==> config.mk <==
export PLATFORM = sky130hd
export DESIGN_NAME = sfel_sequencer
export DESIGN_NICKNAME = d
export VERILOG_FILES = /design/src/sfel_erase_timer.v /design/src/sfel_sequencer.v /design/src/sfel_sync2.v
export VERILOG_INCLUDE_DIRS = /design/src /design/src/common
export SDC_FILE = /design/constraint.sdc
export NUM_CORES = 1
export LEC_CHECK = 0
export ABC_AREA = 1
export ABC_CLOCK_PERIOD_IN_PS = 4300
export BUFFER_PORTS_ARGS = -buffer_cell sky130_fd_sc_hd__buf_2
export CAP_MARGIN = 20
export CORE_MARGIN = 5
export CORE_UTILIZATION = 52
export CTS_CLUSTER_DIAMETER = 60
export DETAILED_ROUTE_END_ITERATION = 8
export GPL_TIMING_DRIVEN = 0
export PLACE_DENSITY = 0.8
export SETUP_SLACK_MARGIN = 0.5
export SLEW_MARGIN = 15
export SYNTH_ARGS = -nofsm -noshare
export SYNTH_HDL_FRONTEND = slang
export SYNTH_SLANG_ARGS = --single-unit
export TNS_END_PERCENT = 20
==> constraint.sdc <==
create_clock -name clk_in -period 4.3 [get_ports clk_in]
set_input_delay 0.215 -clock clk_in [delete_from_list [all_inputs] [get_ports clk_in]]
set_output_delay 0.215 -clock clk_in [all_outputs]
set_load 0.03 [all_outputs]
==> src/common/sfel_consts.vh <==
// Constants for the erase and write-enable sequencer.
// Included by the sequencer design file; definitions only.
`ifndef SFEL_CONSTS_VH
`define SFEL_CONSTS_VH
`define SFEL_OP_PAGE_ERASE 8'h81
`define SFEL_OP_BLK4_ERASE 8'h20
`define SFEL_OP_BLK32_ERASE_A 8'h52
`define SFEL_OP_BLK32_ERASE_B 8'hD8
`define SFEL_OP_CHIP_ERASE_A 8'h60
`define SFEL_OP_CHIP_ERASE_B 8'h62
`define SFEL_OP_CHIP_ERASE_C 8'hC7
`define SFEL_OP_WRITE_ENABLE 8'h06
`define SFEL_OP_WRITE_DISABLE 8'h04
`define SFEL_OPCODE_BITS 6'h08
`define SFEL_ADDR_FRAME_BITS 6'h20
`define SFEL_BIT_COUNT_MAX 6'h3F
`define SFEL_BIT_COUNT_WRAP 6'h38
`define SFEL_KIND_NONE 3'h0
`define SFEL_KIND_PAGE 3'h1
`define SFEL_KIND_BLK4 3'h2
`define SFEL_KIND_BLK32 3'h3
`define SFEL_KIND_CHIP 3'h4
`define SFEL_KIND_WREN 3'h5
`define SFEL_KIND_WRDI 3'h6
`define SFEL_PAGE_ERASE_TIME_NS 32'd20000000
`define SFEL_BLOCK_ERASE_TIME_NS 32'd50000000
`define SFEL_CHIP_ERASE_TIME_NS 32'd400000000
`define SFEL_CLK_PERIOD_NS 32'd4
`define SFEL_PAGE_ERASE_CYCLES (`SFEL_PAGE_ERASE_TIME_NS / `SFEL_CLK_PERIOD_NS)
`define SFEL_BLOCK_ERASE_CYCLES (`SFEL_BLOCK_ERASE_TIME_NS / `SFEL_CLK_PERIOD_NS)
`define SFEL_CHIP_ERASE_CYCLES (`SFEL_CHIP_ERASE_TIME_NS / `SFEL_CLK_PERIOD_NS)
`endif

==> src/sfel_erase_timer.v <==
// Self-timed erase timer: loads a cycle count and runs it down.
// Assumes start_in is a one-cycle pulse that is ignored while busy.
`timescale 1ns/1ps
module sfel_erase_timer #(
  parameter CW = 32
)
(
  input wire clk_in, // Clock
  input wire rst_n_in, // Active-low reset
  input wire start_in, // Start pulse
  input wire [CW-1:0] count_in, // Cycles to run
  output wire busy_out, // Timer running
  output reg done_out // One-cycle pulse at end
);
  reg [CW-1:0] remain;
  always @(posedge clk_in or negedge rst_n_in)
  begin
    if (!rst_n_in)
    begin
      remain <= {CW{1'b0}};
      done_out <= 1'b0;
    end
    else
    begin
      done_out <= 1'b0;
      if (remain == {CW{1'b0}})
      begin
        if (start_in)
          remain <= count_in;
      end
      else
      begin
        remain <= remain - {{(CW-1){1'b0}}, 1'b1};
        if (remain == {{(CW-1){1'b0}}, 1'b1})
          done_out <= 1'b1;
      end
    end
  end
  assign busy_out = (remain != {CW{1'b0}});
endmodule

==> src/sfel_sequencer.v <==
// Erase and write-enable command sequencer of an SPI serial flash.
// Assumes SPI pins arrive asynchronously; sampled with two flip-flops.
// Assumes the protect bit is steady from chip-select rise to erase start.
// Behaviour
// Page erase is 81h, then don't-care, page select, don't-care bytes.
// Valid page erase starts a self-timed erase at chip-select rise.
// Busy flag reads busy while a page erase runs.
// Failed erase verify sets the erase/program error flag.
// 20h erases 4-Kbyte block; 52h or D8h erase 32-Kbyte block.
// Erase commands refused unless write enable latch already set.
// Block erase ignores bits after address; starts on deselect.
// Block selection ignores A11-A0 (4K) or A14-A0 (32K).
// Truncated address or off-byte deselect aborts block erase.
// Protected array: block erase not executed, back to idle.
// Block erase abort of any kind clears write enable latch.
// Block erase shows busy; latch cleared before erase ends.
// 60h, 62h, C7h are identical chip erases without address.
// Chip erase ignores trailing bits, erases whole array on deselect.
// Truncated/off-byte/protected chip erase does not erase.
// Chip erase shows busy; latch cleared before erase ends.
// 06h sets latch on deselect if frame complete and byte aligned.
// 04h clears latch on deselect if frame complete and byte aligned.
// Protect bit set protects whole array; erases ignored.
// Frame bit counter checked at deselect for length and alignment.
`timescale 1ns/1ps
`include "sfel_consts.vh"
module sfel_sequencer #(
  parameter PAGE_ERASE_CYCLES = `SFEL_PAGE_ERASE_CYCLES,
  parameter BLOCK_ERASE_CYCLES = `SFEL_BLOCK_ERASE_CYCLES,
  parameter CHIP_ERASE_CYCLES = `SFEL_CHIP_ERASE_CYCLES
)
(
  input wire clk_in, // 250 MHz clock
  input wire arst_n_in, // Asynchronous active-low reset
  input wire spi_cs_n_in, // SPI chip select, active low
  input wire spi_sck_in, // SPI clock, modes 0 and 3
  input wire spi_si_in, // SPI serial data in
  input wire array_protect_bit_in, // Whole array protected
  input wire erase_fail_in, // Erase verify failure, level
  output reg write_enable_latch_out, // Write enable latch
  output wire busy_out, // Ready/busy flag, high is busy
  output reg erase_program_error_flag_out, // Erase error flag
  output reg erase_start_out, // Pulse: erase begins
  output reg [2:0] erase_kind_out, // Kind of running erase
  output reg [7:0] page_select_bits_out, // Page being erased
  output reg [8:0] block_select_out, // Block index being erased
  output reg erase_done_out // Pulse: erase finished
);
  localparam ST_IDLE = 2'h0;
  localparam ST_ERASE = 2'h1;
  localparam ST_VERIFY = 2'h2;

  reg rst_meta;
  reg rst_n;
  wire cs_n_s;
  wire sck_s;
  wire si_s;
  wire fail_s;
  reg cs_n_d;
  reg sck_d;
  reg [5:0] bit_count;
  reg [7:0] opcode;
  reg [23:0] addr;
  reg [1:0] state;
  reg fail_seen;
  reg timer_start;
  reg [31:0] timer_count;
  wire timer_busy;
  wire timer_done;
  wire sck_rise;
  wire cs_rise;
  wire cs_fall;
  wire [2:0] kind;
  wire aligned;
  wire op_complete;
  reg [2:0] next_kind_run;

  // Classify an opcode into a command kind
  function [2:0] sfel_decode;
    input [7:0] op;
    begin
      case (op)
        `SFEL_OP_PAGE_ERASE: sfel_decode = `SFEL_KIND_PAGE;
        `SFEL_OP_BLK4_ERASE: sfel_decode = `SFEL_KIND_BLK4;
        `SFEL_OP_BLK32_ERASE_A: sfel_decode = `SFEL_KIND_BLK32;
        `SFEL_OP_BLK32_ERASE_B: sfel_decode = `SFEL_KIND_BLK32;
        `SFEL_OP_CHIP_ERASE_A: sfel_decode = `SFEL_KIND_CHIP;
        `SFEL_OP_CHIP_ERASE_B: sfel_decode = `SFEL_KIND_CHIP;
        `SFEL_OP_CHIP_ERASE_C: sfel_decode = `SFEL_KIND_CHIP;
        `SFEL_OP_WRITE_ENABLE: sfel_decode = `SFEL_KIND_WREN;
        `SFEL_OP_WRITE_DISABLE: sfel_decode = `SFEL_KIND_WRDI;
        default: sfel_decode = `SFEL_KIND_NONE;
      endcase
    end
  endfunction

  // Frame length check: byte aligned, and long enough for the kind
  function sfel_length_ok;
    input [2:0] k;
    input [5:0] count;
    begin
      if ((count[2:0] != 3'h0) || (count == 6'h00))
        sfel_length_ok = 1'b0;
      else
      begin
        case (k)
          `SFEL_KIND_PAGE, `SFEL_KIND_BLK4, `SFEL_KIND_BLK32:
            sfel_length_ok = (count >= `SFEL_ADDR_FRAME_BITS);
          default:
            sfel_length_ok = (count >= `SFEL_OPCODE_BITS);
        endcase
      end
    end
  endfunction

  // Reset release through two flip-flops
  always @(posedge clk_in or negedge arst_n_in)
  begin
    if (!arst_n_in)
    begin
      rst_meta <= 1'b0;
      rst_n <= 1'b0;
    end
    else
    begin
      rst_meta <= 1'b1;
      rst_n <= rst_meta;
    end
  end

  sfel_sync2 #(.RESET_VALUE(1'b1)) u_sync_cs (
    .clk_in(clk_in),
    .rst_n_in(rst_n),
    .d_in(spi_cs_n_in),
    .q_out(cs_n_s)
  );
  sfel_sync2 #(.RESET_VALUE(1'b0)) u_sync_sck (
    .clk_in(clk_in),
    .rst_n_in(rst_n),
    .d_in(spi_sck_in),
    .q_out(sck_s)
  );
  sfel_sync2 #(.RESET_VALUE(1'b0)) u_sync_si (
    .clk_in(clk_in),
    .rst_n_in(rst_n),
    .d_in(spi_si_in),
    .q_out(si_s)
  );
  sfel_sync2 #(.RESET_VALUE(1'b0)) u_sync_fail (
    .clk_in(clk_in),
    .rst_n_in(rst_n),
    .d_in(erase_fail_in),
    .q_out(fail_s)
  );

  always @(posedge clk_in or negedge rst_n)
  begin
    if (!rst_n)
    begin
      cs_n_d <= 1'b1;
      sck_d <= 1'b0;
    end
    else
    begin
      cs_n_d <= cs_n_s;
      sck_d <= sck_s;
    end
  end

  // Data sampled on rising SCK, valid for both mode 0 and mode 3
  assign sck_rise = sck_s & ~sck_d & ~cs_n_s;
  assign cs_rise = cs_n_s & ~cs_n_d;
  assign cs_fall = ~cs_n_s & cs_n_d;

  // Bit counter folds back by eight at its top so alignment stays exact
  always @(posedge clk_in or negedge rst_n)
  begin
    if (!rst_n)
    begin
      bit_count <= 6'h00;
      opcode <= 8'h00;
      addr <= 24'h000000;
    end
    else if (cs_fall)
    begin
      bit_count <= 6'h00;
      opcode <= 8'h00;
      addr <= 24'h000000;
    end
    else if (sck_rise)
    begin
      if (bit_count == `SFEL_BIT_COUNT_MAX)
        bit_count <= `SFEL_BIT_COUNT_WRAP;
      else
        bit_count <= bit_count + 6'h01;
      if (bit_count < `SFEL_OPCODE_BITS)
        opcode <= {opcode[6:0], si_s};
      else if (bit_count < `SFEL_ADDR_FRAME_BITS)
        addr <= {addr[22:0], si_s};
      // Later bits are dropped
    end
  end

  assign kind = sfel_decode(opcode);
  assign aligned = (bit_count[2:0] == 3'h0) && (bit_count != 6'h00);
  assign op_complete = (bit_count >= `SFEL_OPCODE_BITS);

  // Erase duration per kind
  always @*
  begin
    next_kind_run = kind;
    case (kind)
      `SFEL_KIND_PAGE: timer_count = PAGE_ERASE_CYCLES;
      `SFEL_KIND_BLK4: timer_count = BLOCK_ERASE_CYCLES;
      `SFEL_KIND_BLK32: timer_count = BLOCK_ERASE_CYCLES;
      `SFEL_KIND_CHIP: timer_count = CHIP_ERASE_CYCLES;
      default: timer_count = 32'h00000001;
    endcase
  end

  sfel_erase_timer #(.CW(32)) u_timer (
    .clk_in(clk_in),
    .rst_n_in(rst_n),
    .start_in(timer_start),
    .count_in(timer_count),
    .busy_out(timer_busy),
    .done_out(timer_done)
  );

  // Busy from the start decision until verify completes
  assign busy_out = (state != ST_IDLE);

  always @(posedge clk_in or negedge rst_n)
  begin
    if (!rst_n)
    begin
      state <= ST_IDLE;
      write_enable_latch_out <= 1'b0;
      erase_program_error_flag_out <= 1'b0;
      erase_start_out <= 1'b0;
      erase_kind_out <= `SFEL_KIND_NONE;
      page_select_bits_out <= 8'h00;
      block_select_out <= 9'h000;
      erase_done_out <= 1'b0;
      timer_start <= 1'b0;
      fail_seen <= 1'b0;
    end
    else
    begin
      erase_start_out <= 1'b0;
      erase_done_out <= 1'b0;
      timer_start <= 1'b0;
      case (state)
        ST_IDLE:
        begin
          if (cs_rise)
          begin
            case (kind)
              `SFEL_KIND_WREN:
                if (sfel_length_ok(kind, bit_count))
                  write_enable_latch_out <= 1'b1;
              `SFEL_KIND_WRDI:
                if (sfel_length_ok(kind, bit_count))
                  write_enable_latch_out <= 1'b0;
              `SFEL_KIND_PAGE, `SFEL_KIND_BLK4, `SFEL_KIND_BLK32:
              begin
                // A cut opcode can look like a shorter erase code
                if (!op_complete)
                  state <= ST_IDLE;
                else if (!sfel_length_ok(kind, bit_count) ||
                  array_protect_bit_in)
                  write_enable_latch_out <= 1'b0;
                else if (write_enable_latch_out)
                begin
                  state <= ST_ERASE;
                  timer_start <= 1'b1;
                  erase_start_out <= 1'b1;
                  erase_kind_out <= next_kind_run;
                  fail_seen <= 1'b0;
                  // Only the running kind's select is shown, others zero
                  case (kind)
                    `SFEL_KIND_PAGE:
                    begin
                      page_select_bits_out <= addr[15:8];
                      block_select_out <= 9'h000;
                    end
                    `SFEL_KIND_BLK4:
                    begin
                      page_select_bits_out <= 8'h00;
                      block_select_out <= {1'b0, addr[19:12]};
                    end
                    default:
                    begin
                      page_select_bits_out <= 8'h00;
                      block_select_out <= {3'h0, addr[20:15]};
                    end
                  endcase
                end
              end
              `SFEL_KIND_CHIP:
              begin
                if (op_complete && (!aligned || array_protect_bit_in))
                  write_enable_latch_out <= 1'b0;
                else if (op_complete && write_enable_latch_out)
                begin
                  state <= ST_ERASE;
                  timer_start <= 1'b1;
                  erase_start_out <= 1'b1;
                  erase_kind_out <= `SFEL_KIND_CHIP;
                  page_select_bits_out <= 8'h00;
                  block_select_out <= 9'h000;
                  fail_seen <= 1'b0;
                end
              end
              default:
                state <= ST_IDLE;
            endcase
          end
        end
        ST_ERASE:
        begin
          // Frames that end now are ignored; the bit counter still runs
          // Latch drops as the erase gets under way
          write_enable_latch_out <= 1'b0;
          if (fail_s)
            fail_seen <= 1'b1;
          if (timer_done)
            state <= ST_VERIFY;
        end
        ST_VERIFY:
        begin
          if (fail_seen || fail_s)
            erase_program_error_flag_out <= 1'b1;
          else
            erase_program_error_flag_out <= 1'b0;
          erase_done_out <= 1'b1;
          erase_kind_out <= `SFEL_KIND_NONE;
          state <= ST_IDLE;
        end
        default:
          state <= ST_IDLE;
      endcase
    end
  end
endmodule

==> src/sfel_sync2.v <==
// Two-flip-flop synchroniser for one level from outside the clock domain.
// Assumes the reset given is already synchronous to clk_in on release.
`timescale 1ns/1ps
module sfel_sync2 #(
  parameter RESET_VALUE = 1'b0
)
(
  input wire clk_in, // Domain clock
  input wire rst_n_in, // Active-low reset
  input wire d_in, // Asynchronous level
  output wire q_out // Synchronised level
);
  reg stage1;
  reg stage2;
  always @(posedge clk_in or negedge rst_n_in)
  begin
    if (!rst_n_in)
    begin
      stage1 <= RESET_VALUE;
      stage2 <= RESET_VALUE;
    end
    else
    begin
      stage1 <= d_in;
      stage2 <= stage1;
    end
  end
  assign q_out = stage2;
endmodule
==> results of run 1 <==
## cell usage after synthesis, drive strengths merged, types with 5 or more instances
cell type / number / area (µm²)
inv: 82 / 308
nand4: 10 / 62.6
nor3: 11 / 60.1
nor4: 7 / 43.8
dfrtp: 103 / 2580
xor2: 13 / 114
nor2: 100 / 427
xnor2: 11 / 96.3
buf: 9 / 75.1
o21ai: 61 / 369
o22ai: 10 / 62.6
nand2: 141 / 579
nand3: 53 / 270
a21oi: 21 / 105
o31ai: 7 / 52.6
ha: 5 / 62.6
## metal layers
layer	vias to the layer above	share of wire, %	GRT usage (%)
met5	-	0	0
met4	0	1.3	5.37
met3	16	5.9	4.60
met2	119	48	33.8
met1	2206	45	27.7
li1	2278	-	-
## cell families (layout without fill, tap and decap cells)
logic type      Yosys count  after routing  share of synthesized area [%]
flops                   106            106                           48.3
buf+inv                  95            147                           7.23
simple gates            327            327                           26.9
fa+ha+maj                 5              5                           1.14
compound gates          110            110                           12.5
other cells               2              2                          0.136
xor+xnor                 24             24                           3.82
## power by group through the flow
stage	clock, mW	sequential (mW)	combinational (mW)
finish	0.657	1.02	0.0549
global route	0.715	1.03	0.0636
CTS	0.677	1.02	0.0557
detailed placement	0	1.04	0.0521
global placement	0	1.05	0.0379
floorplan	0	1.04	0.0277
## flip-flops by register name (all words and copies together), names as in the netlist, 2 cells and up
register,cells
u_timer.remain,32
addr,21
block_select_out,8
opcode,8
page_select_bits_out,8
bit_count,6
erase_kind_out,3
state,2
## layout make-up
cell class                      instances  area, µm²  share of cell area (%)
Inverter                               83        312                    5.10
Multi-Input combinational cell        468       2450                    40.1
Buffer                                 12       86.3                    1.41
Tap cell                              136        170                    2.78
Clock inverter                          7       83.8                    1.37
Timing Repair Buffer                   36        228                    3.72
Sequential cell                       106       2660                    43.5
Clock buffer                            9        124                    2.03
## per-stage QoR
stage               TNS [ns]  cell area, µm²  std cells  utilization, %  worst slack (ns)
floorplan                  0            5500        669               -              1.13
global route               0            6110        857            59.2              1.90
detailed placement         0            5860        836            56.7              2.17
CTS                        0            6110        857            59.2              2.16
finish                     0            6110        857            59.2              2.15
global placement    -0.00646            5820        835            56.4         -0.000702
## how the worst max path moves through the flow
stage | start | end | slack [ns]
floorplan | rst_n | addr[0] | 1.13
detailed placement | cs_n_d | addr[16] | 2.17
global route | cs_n_d | addr[16] | 1.90
CTS | cs_n_d | addr[17] | 2.16
finish | cs_n_d | addr[17] | 2.15
global placement | rst_n | page_select_bits_out[6] | -0.0007
==> impl_metrics.csv, run 1 <==
group,metric,value,unit
power_and_ir_drop,internal_power,1.30,mW
yosys,avgSynthCellArea,8.23,µm²
clock_network,clk_pin_slew,0.11,ns
grt,grt_pass1_wl,21700,µm
critical_path,crit_family,"buffers and inverters",
route,drt_iter0_drc,387,
critical_path,cp.arrival,2.41,ns
power_and_ir_drop,ir_drop,0.000191,V
critical_path,crit_required,4.56,ns
yosys,syn_area,0.00550,mm²
flow_run,max_cap_viol_count,0,
power_and_ir_drop,powerDensity,284,mW/mm²
route,first_pass_iters,4,
yosys,synth_fp_nets,681,
timing,drv_slew,0,
route,wl,12300,µm
clock_network,cts_tree,"yes",
floorplanning,dieArea,0.0127,mm²
timing,rsz0062_at_grt,"no",
grt,grt_pass1_vias,4637,
grt,antenna_found_initial,0,
layout,layout_common_cells,"nand2_1, dfrtp_1, nor2_1",
status,run_status,"finished, final reports clean",
grt,overflow,0,
power_and_ir_drop,power_switching,429,µW
layout,layout_commonest_cell,"nand2_1",
timing,finalSetupViolCount,0,
layout,nNetsFinal,728,
placement,port_buffers,30,
layout,drive_gt1_share,16.8,%
route,routed_via_density,5.39,
clock_network,cts_resized,0,
critical_path,crit_chain,"inv_1 -> nor2_1 -> a31oi_1 -> inv_1 -> clkbuf_1 -> o21ai_0",
floorplanning,fp.dieW,113,µm
critical_path,worst_path_most_repeated_cell,"inv_1",
yosys,synth_enable_flop_cells,0,
critical_path,ff2ff_setup_slack,2.15,ns
timing,hold_violations,0,
critical_path,cp_slowest_cell,"dfstp_2",
timing,fin_crit_sh,50.0,%
timing,worst_pin_slew,0.709,ns
yosys,yosys_register_bits,106,
layout,area_delta_synth_final,11.1,%
critical_path,timing.rr.start,"cs_n_d",
clock_network,cts_buffers,9,
critical_path,critPathMaxFanout,10,
power_and_ir_drop,swShare,24.7,%
power_and_ir_drop,p_seq_share,58.9,%
timing,skew,0.0125,ns
power_and_ir_drop,pwr-share-comb,3.2,%
yosys,synth-async-reset-ratio,100,%
layout,antennaDiodeCount,0,
power_and_ir_drop,clock_power_share,37.9,%
critical_path,crit_buf_inv,3,
critical_path,critPathKind,"reg -> reg",
yosys,ys_seq_area_share,48.3,%
timing,relSlewSlack,52.3,%
clock_network,cts_buffer_depth,2,
clock_network,clk_latency,0.38,ns
floorplanning,fp.dieH,113,µm
grt,grt_max_degree,55,
power_and_ir_drop,power,1.73,mW
critical_path,rr_endpoint,"addr[17]",
clock_network,hold_buffers,5,
yosys,synth_warnings,0,
route,wl_per_cell,14.3,µm
placement,dp_hpwl,9060,µm
yosys,netlist_instances,669,
timing,fmax,0.466,GHz
yosys,synth.distinct_cells,46,
route,drc_errors,0,
power_and_ir_drop,power_leakage,2.82,nW
clock_network,htreeDepth,3,
critical_path,cpPeakStageDelay,0.56,ns
floorplanning,start_util,53.3,%
clock_network,clock_sinks,106,
worst_hold_path,hold_path.class,"in -> async",
floorplanning,row_count,37,
timing,fin_crit,2.15,ns
clock_network,cts_setup_buffers,0,
critical_path,crit_path_start_kind,"flip-flop",
route,ant_nets,0,
placement,place.gp.congestion,0.962,
floorplanning,ios,32,
clock_network,clock-root-buffer,"clkbuf_8",
route,vias,4619,
yosys,synth_ff_type,"dfrtp_1",
timing,whs,0.130,ns
floorplanning,core-area,0.0103,mm²
critical_path,endpoint_kind,"flip-flop",
grt,grt_use_total,20.6,%
critical_path,path_depth,6,
layout,fillers,934,
critical_path,reg2regPathDepth,6,
No activity file was read; power rests on OpenSTA's default activity.
==> inputs of run 2 (changes only) <==
Settings changed: ABC_CLOCK_PERIOD_IN_PS 4300 to 1900, PLACE_DENSITY 0.8 to 0.82.
Clock period 4.3 ns to 1.9 ns, I/O delays scaled along.
==> impl_metrics.csv, run 2 (synthesized netlist as in run 1, its figures left out) <==
group,metric,value,unit
layout,largest_reg_flops,32,
clock_network,htreeDepth,3,
power_and_ir_drop,powerDensity,574,mW/mm²
critical_path,crit_path_start_kind,"flip-flop",
route,first_pass_iters,5,
layout,largest-register,"u_timer.remain",
critical_path,timing.rr.start,"opcode[1]",
layout,final_util,69.5,%
grt,grt_pass1_wl,23800,µm
layout,layout_common_cells,"nand2_1, dfrtp_1, inv_1",
critical_path,cp.arrival,2.20,ns
clock_network,clock-root-buffer,"clkbuf_8",
critical_path,ff2ff_setup_slack,-0.02,ns
critical_path,reg2regPathDepth,12,
grt,grt_max_degree,59,
timing,layout_setup_ws,-0.0228,ns
floorplanning,start_util,53.3,%
timing,worst_pin_slew,0.677,ns
layout,nNetsFinal,791,
timing,finalSetupViolCount,6,
floorplanning,ios,32,
timing,fmax,0.520,GHz
grt,overflow,0,
route,vias,5196,
critical_path,crit_start,"opcode[1]",
clock_network,clk_pin_slew,0.11,ns
critical_path,critPathMaxFanout,7,
timing,skew,0.0120,ns
floorplanning,fp.dieW,113,µm
timing,drv_slew,0,
clock_network,cts_tree,"yes",
power_and_ir_drop,ir_drop,0.000691,V
critical_path,rr_endpoint,"erase_kind_out[1]",
layout,layout_commonest_cell,"nand2_1",
worst_hold_path,min_to,"timer_start",
placement,port_buffers,30,
placement,place.gp.congestion,0.960,
critical_path,critPathKind,"reg -> reg",
clock_network,clk_latency,0.40,ns
worst_hold_path,hold_path.class,"in -> reg",
power_and_ir_drop,power,4.11,mW
grt,grt_pass1_vias,5070,
floorplanning,core-area,0.0103,mm²
worst_hold_path,hold_start,"array_protect_bit_in",
route,wl,15100,µm
timing,fin_crit,1.92,ns
route,routed_via_density,5.65,
floorplanning,row_count,37,
grt,antenna_found_initial,0,
clock_network,cts_buffer_depth,2,
clock_network,clock_sinks,106,
worst_hold_path,hold_depth,4,
critical_path,endpoint_kind,"flip-flop",
route,drc_errors,0,
route,wl_per_cell,16.4,µm
floorplanning,fp.dieH,113,µm
timing,finalSetupTns,-0.0687,ns
layout,area_delta_synth_final,30.3,%
flow_run,max_cap_viol_count,0,
layout,antennaDiodeCount,0,
status,violations,"setup timing",
route,drt_iter0_drc,437,
layout,drive_gt1_share,36.4,%
timing,fin_crit_sh,101,%
timing,hold_violations,0,
power_and_ir_drop,power_leakage,3.27,nW
grt,grt_use_total,22.8,%
timing,rsz0062_at_grt,"yes",
floorplanning,dieArea,0.0127,mm²
placement,dp_hpwl,9050,µm
critical_path,crit_required,2.18,ns
timing,relSlewSlack,54.4,%
clock_network,cts_buffers,9,
route,ant_nets,0,
status,run_status,"finished, violations left",
layout,top_regs,"u_timer.remain: 32 flops, addr: 21 flops",
-- run 2: changes by cell type in the layout (fill, tap and decap cells not counted), sizes merged --
cell and delta:
clkinvlp +1, buf +61, bufinv +1, inv -2, dlygate4sd3 +1, clkbuf +1
-- run 2: cell type report --
class                           count  area (µm²)
Buffer                             12         121
Clock buffer                        9         124
Clock inverter                      7         111
Fill cell                         744        3150
Inverter                           83         323
Multi-Input combinational cell    468        2890
Sequential cell                   106        2670
Tap cell                          136         170
Timing Repair Buffer               99         771
-- run 2: timing repair --
item / 4_1_cts / 5_1_grt
resized for setup: 78 / 77
pin swaps: 25 / 25
setup buffers: 44 / 15
hold endpoints to repair: 6 / 0
cloned: 2 / 1
endpoints found under the setup margin: 92 / 93
hold buffers: 6 / 0
-- run 2: worst max-delay path by stage --
stage / endpoint / slack, ns / depth (start not counted)
2_1_floorplan: u_timer.remain[18] / 0.21 / 11
3_3_place_gp: u_timer.remain[18] / -0.16 / 11
3_5_place_dp: u_timer.remain[18] / -0.18 / 11
4_1_cts: u_timer.remain[22] / 0.07 / 9
5_1_grt: erase_kind_out[1] / -0.15 / 11
6_report: erase_kind_out[1] / -0.02 / 12
-- run 2: report_power, final --
part	internal, mW	total [mW]	switching, mW	leakage [nW]
sequential	2.28	2.32	0.0381	1.36
combinational	0.0658	0.179	0.113	1.79
clock	0.767	1.62	0.852	0.117
-- run 2: critical path: stages (launching register included) --
cell and delay [ns]:
dfrtp_2 0.48, buf_6 0.14, nor2_2 0.11, nand2_2 0.09, nor2_8 0.14, nor2_4 0.05, nand2_4 0.12, buf_4 0.13
nor2_2 0.04, a21oi_1 0.19, nand2_2 0.13, nand2_1 0.08, o21ai_1 0.09
-- run 2: metrics by stage --
| step | setup slack, ns | cells | instance area [µm²] | hold WS [ns] |
|---|---|---|---|---|
| 2_1_floorplan | 0.209 | 669 | 5510 | -0.201 |
| 3_3_place_gp | -0.159 | 835 | 5830 | -0.119 |
| 3_5_place_dp | -0.184 | 836 | 5860 | -0.117 |
| 4_1_cts | 0.0733 | 904 | 6750 | 0.0413 |
| 5_1_grt | -0.155 | 920 | 7170 | 0.122 |
| 6_report | -0.0228 | 920 | 7170 | 0.0993 |
-- run 2: per-layer routing --
layer	vias up	routed length, µm	GRT usage, %	part of all wire, %
met2	207	7730	38.5	51
li1	2399	-	-	-
met3	72	789	4.17	5.2
met4	0	669	10.0	4.4
met1	2518	5870	28.6	39
met5	-	0	0	0
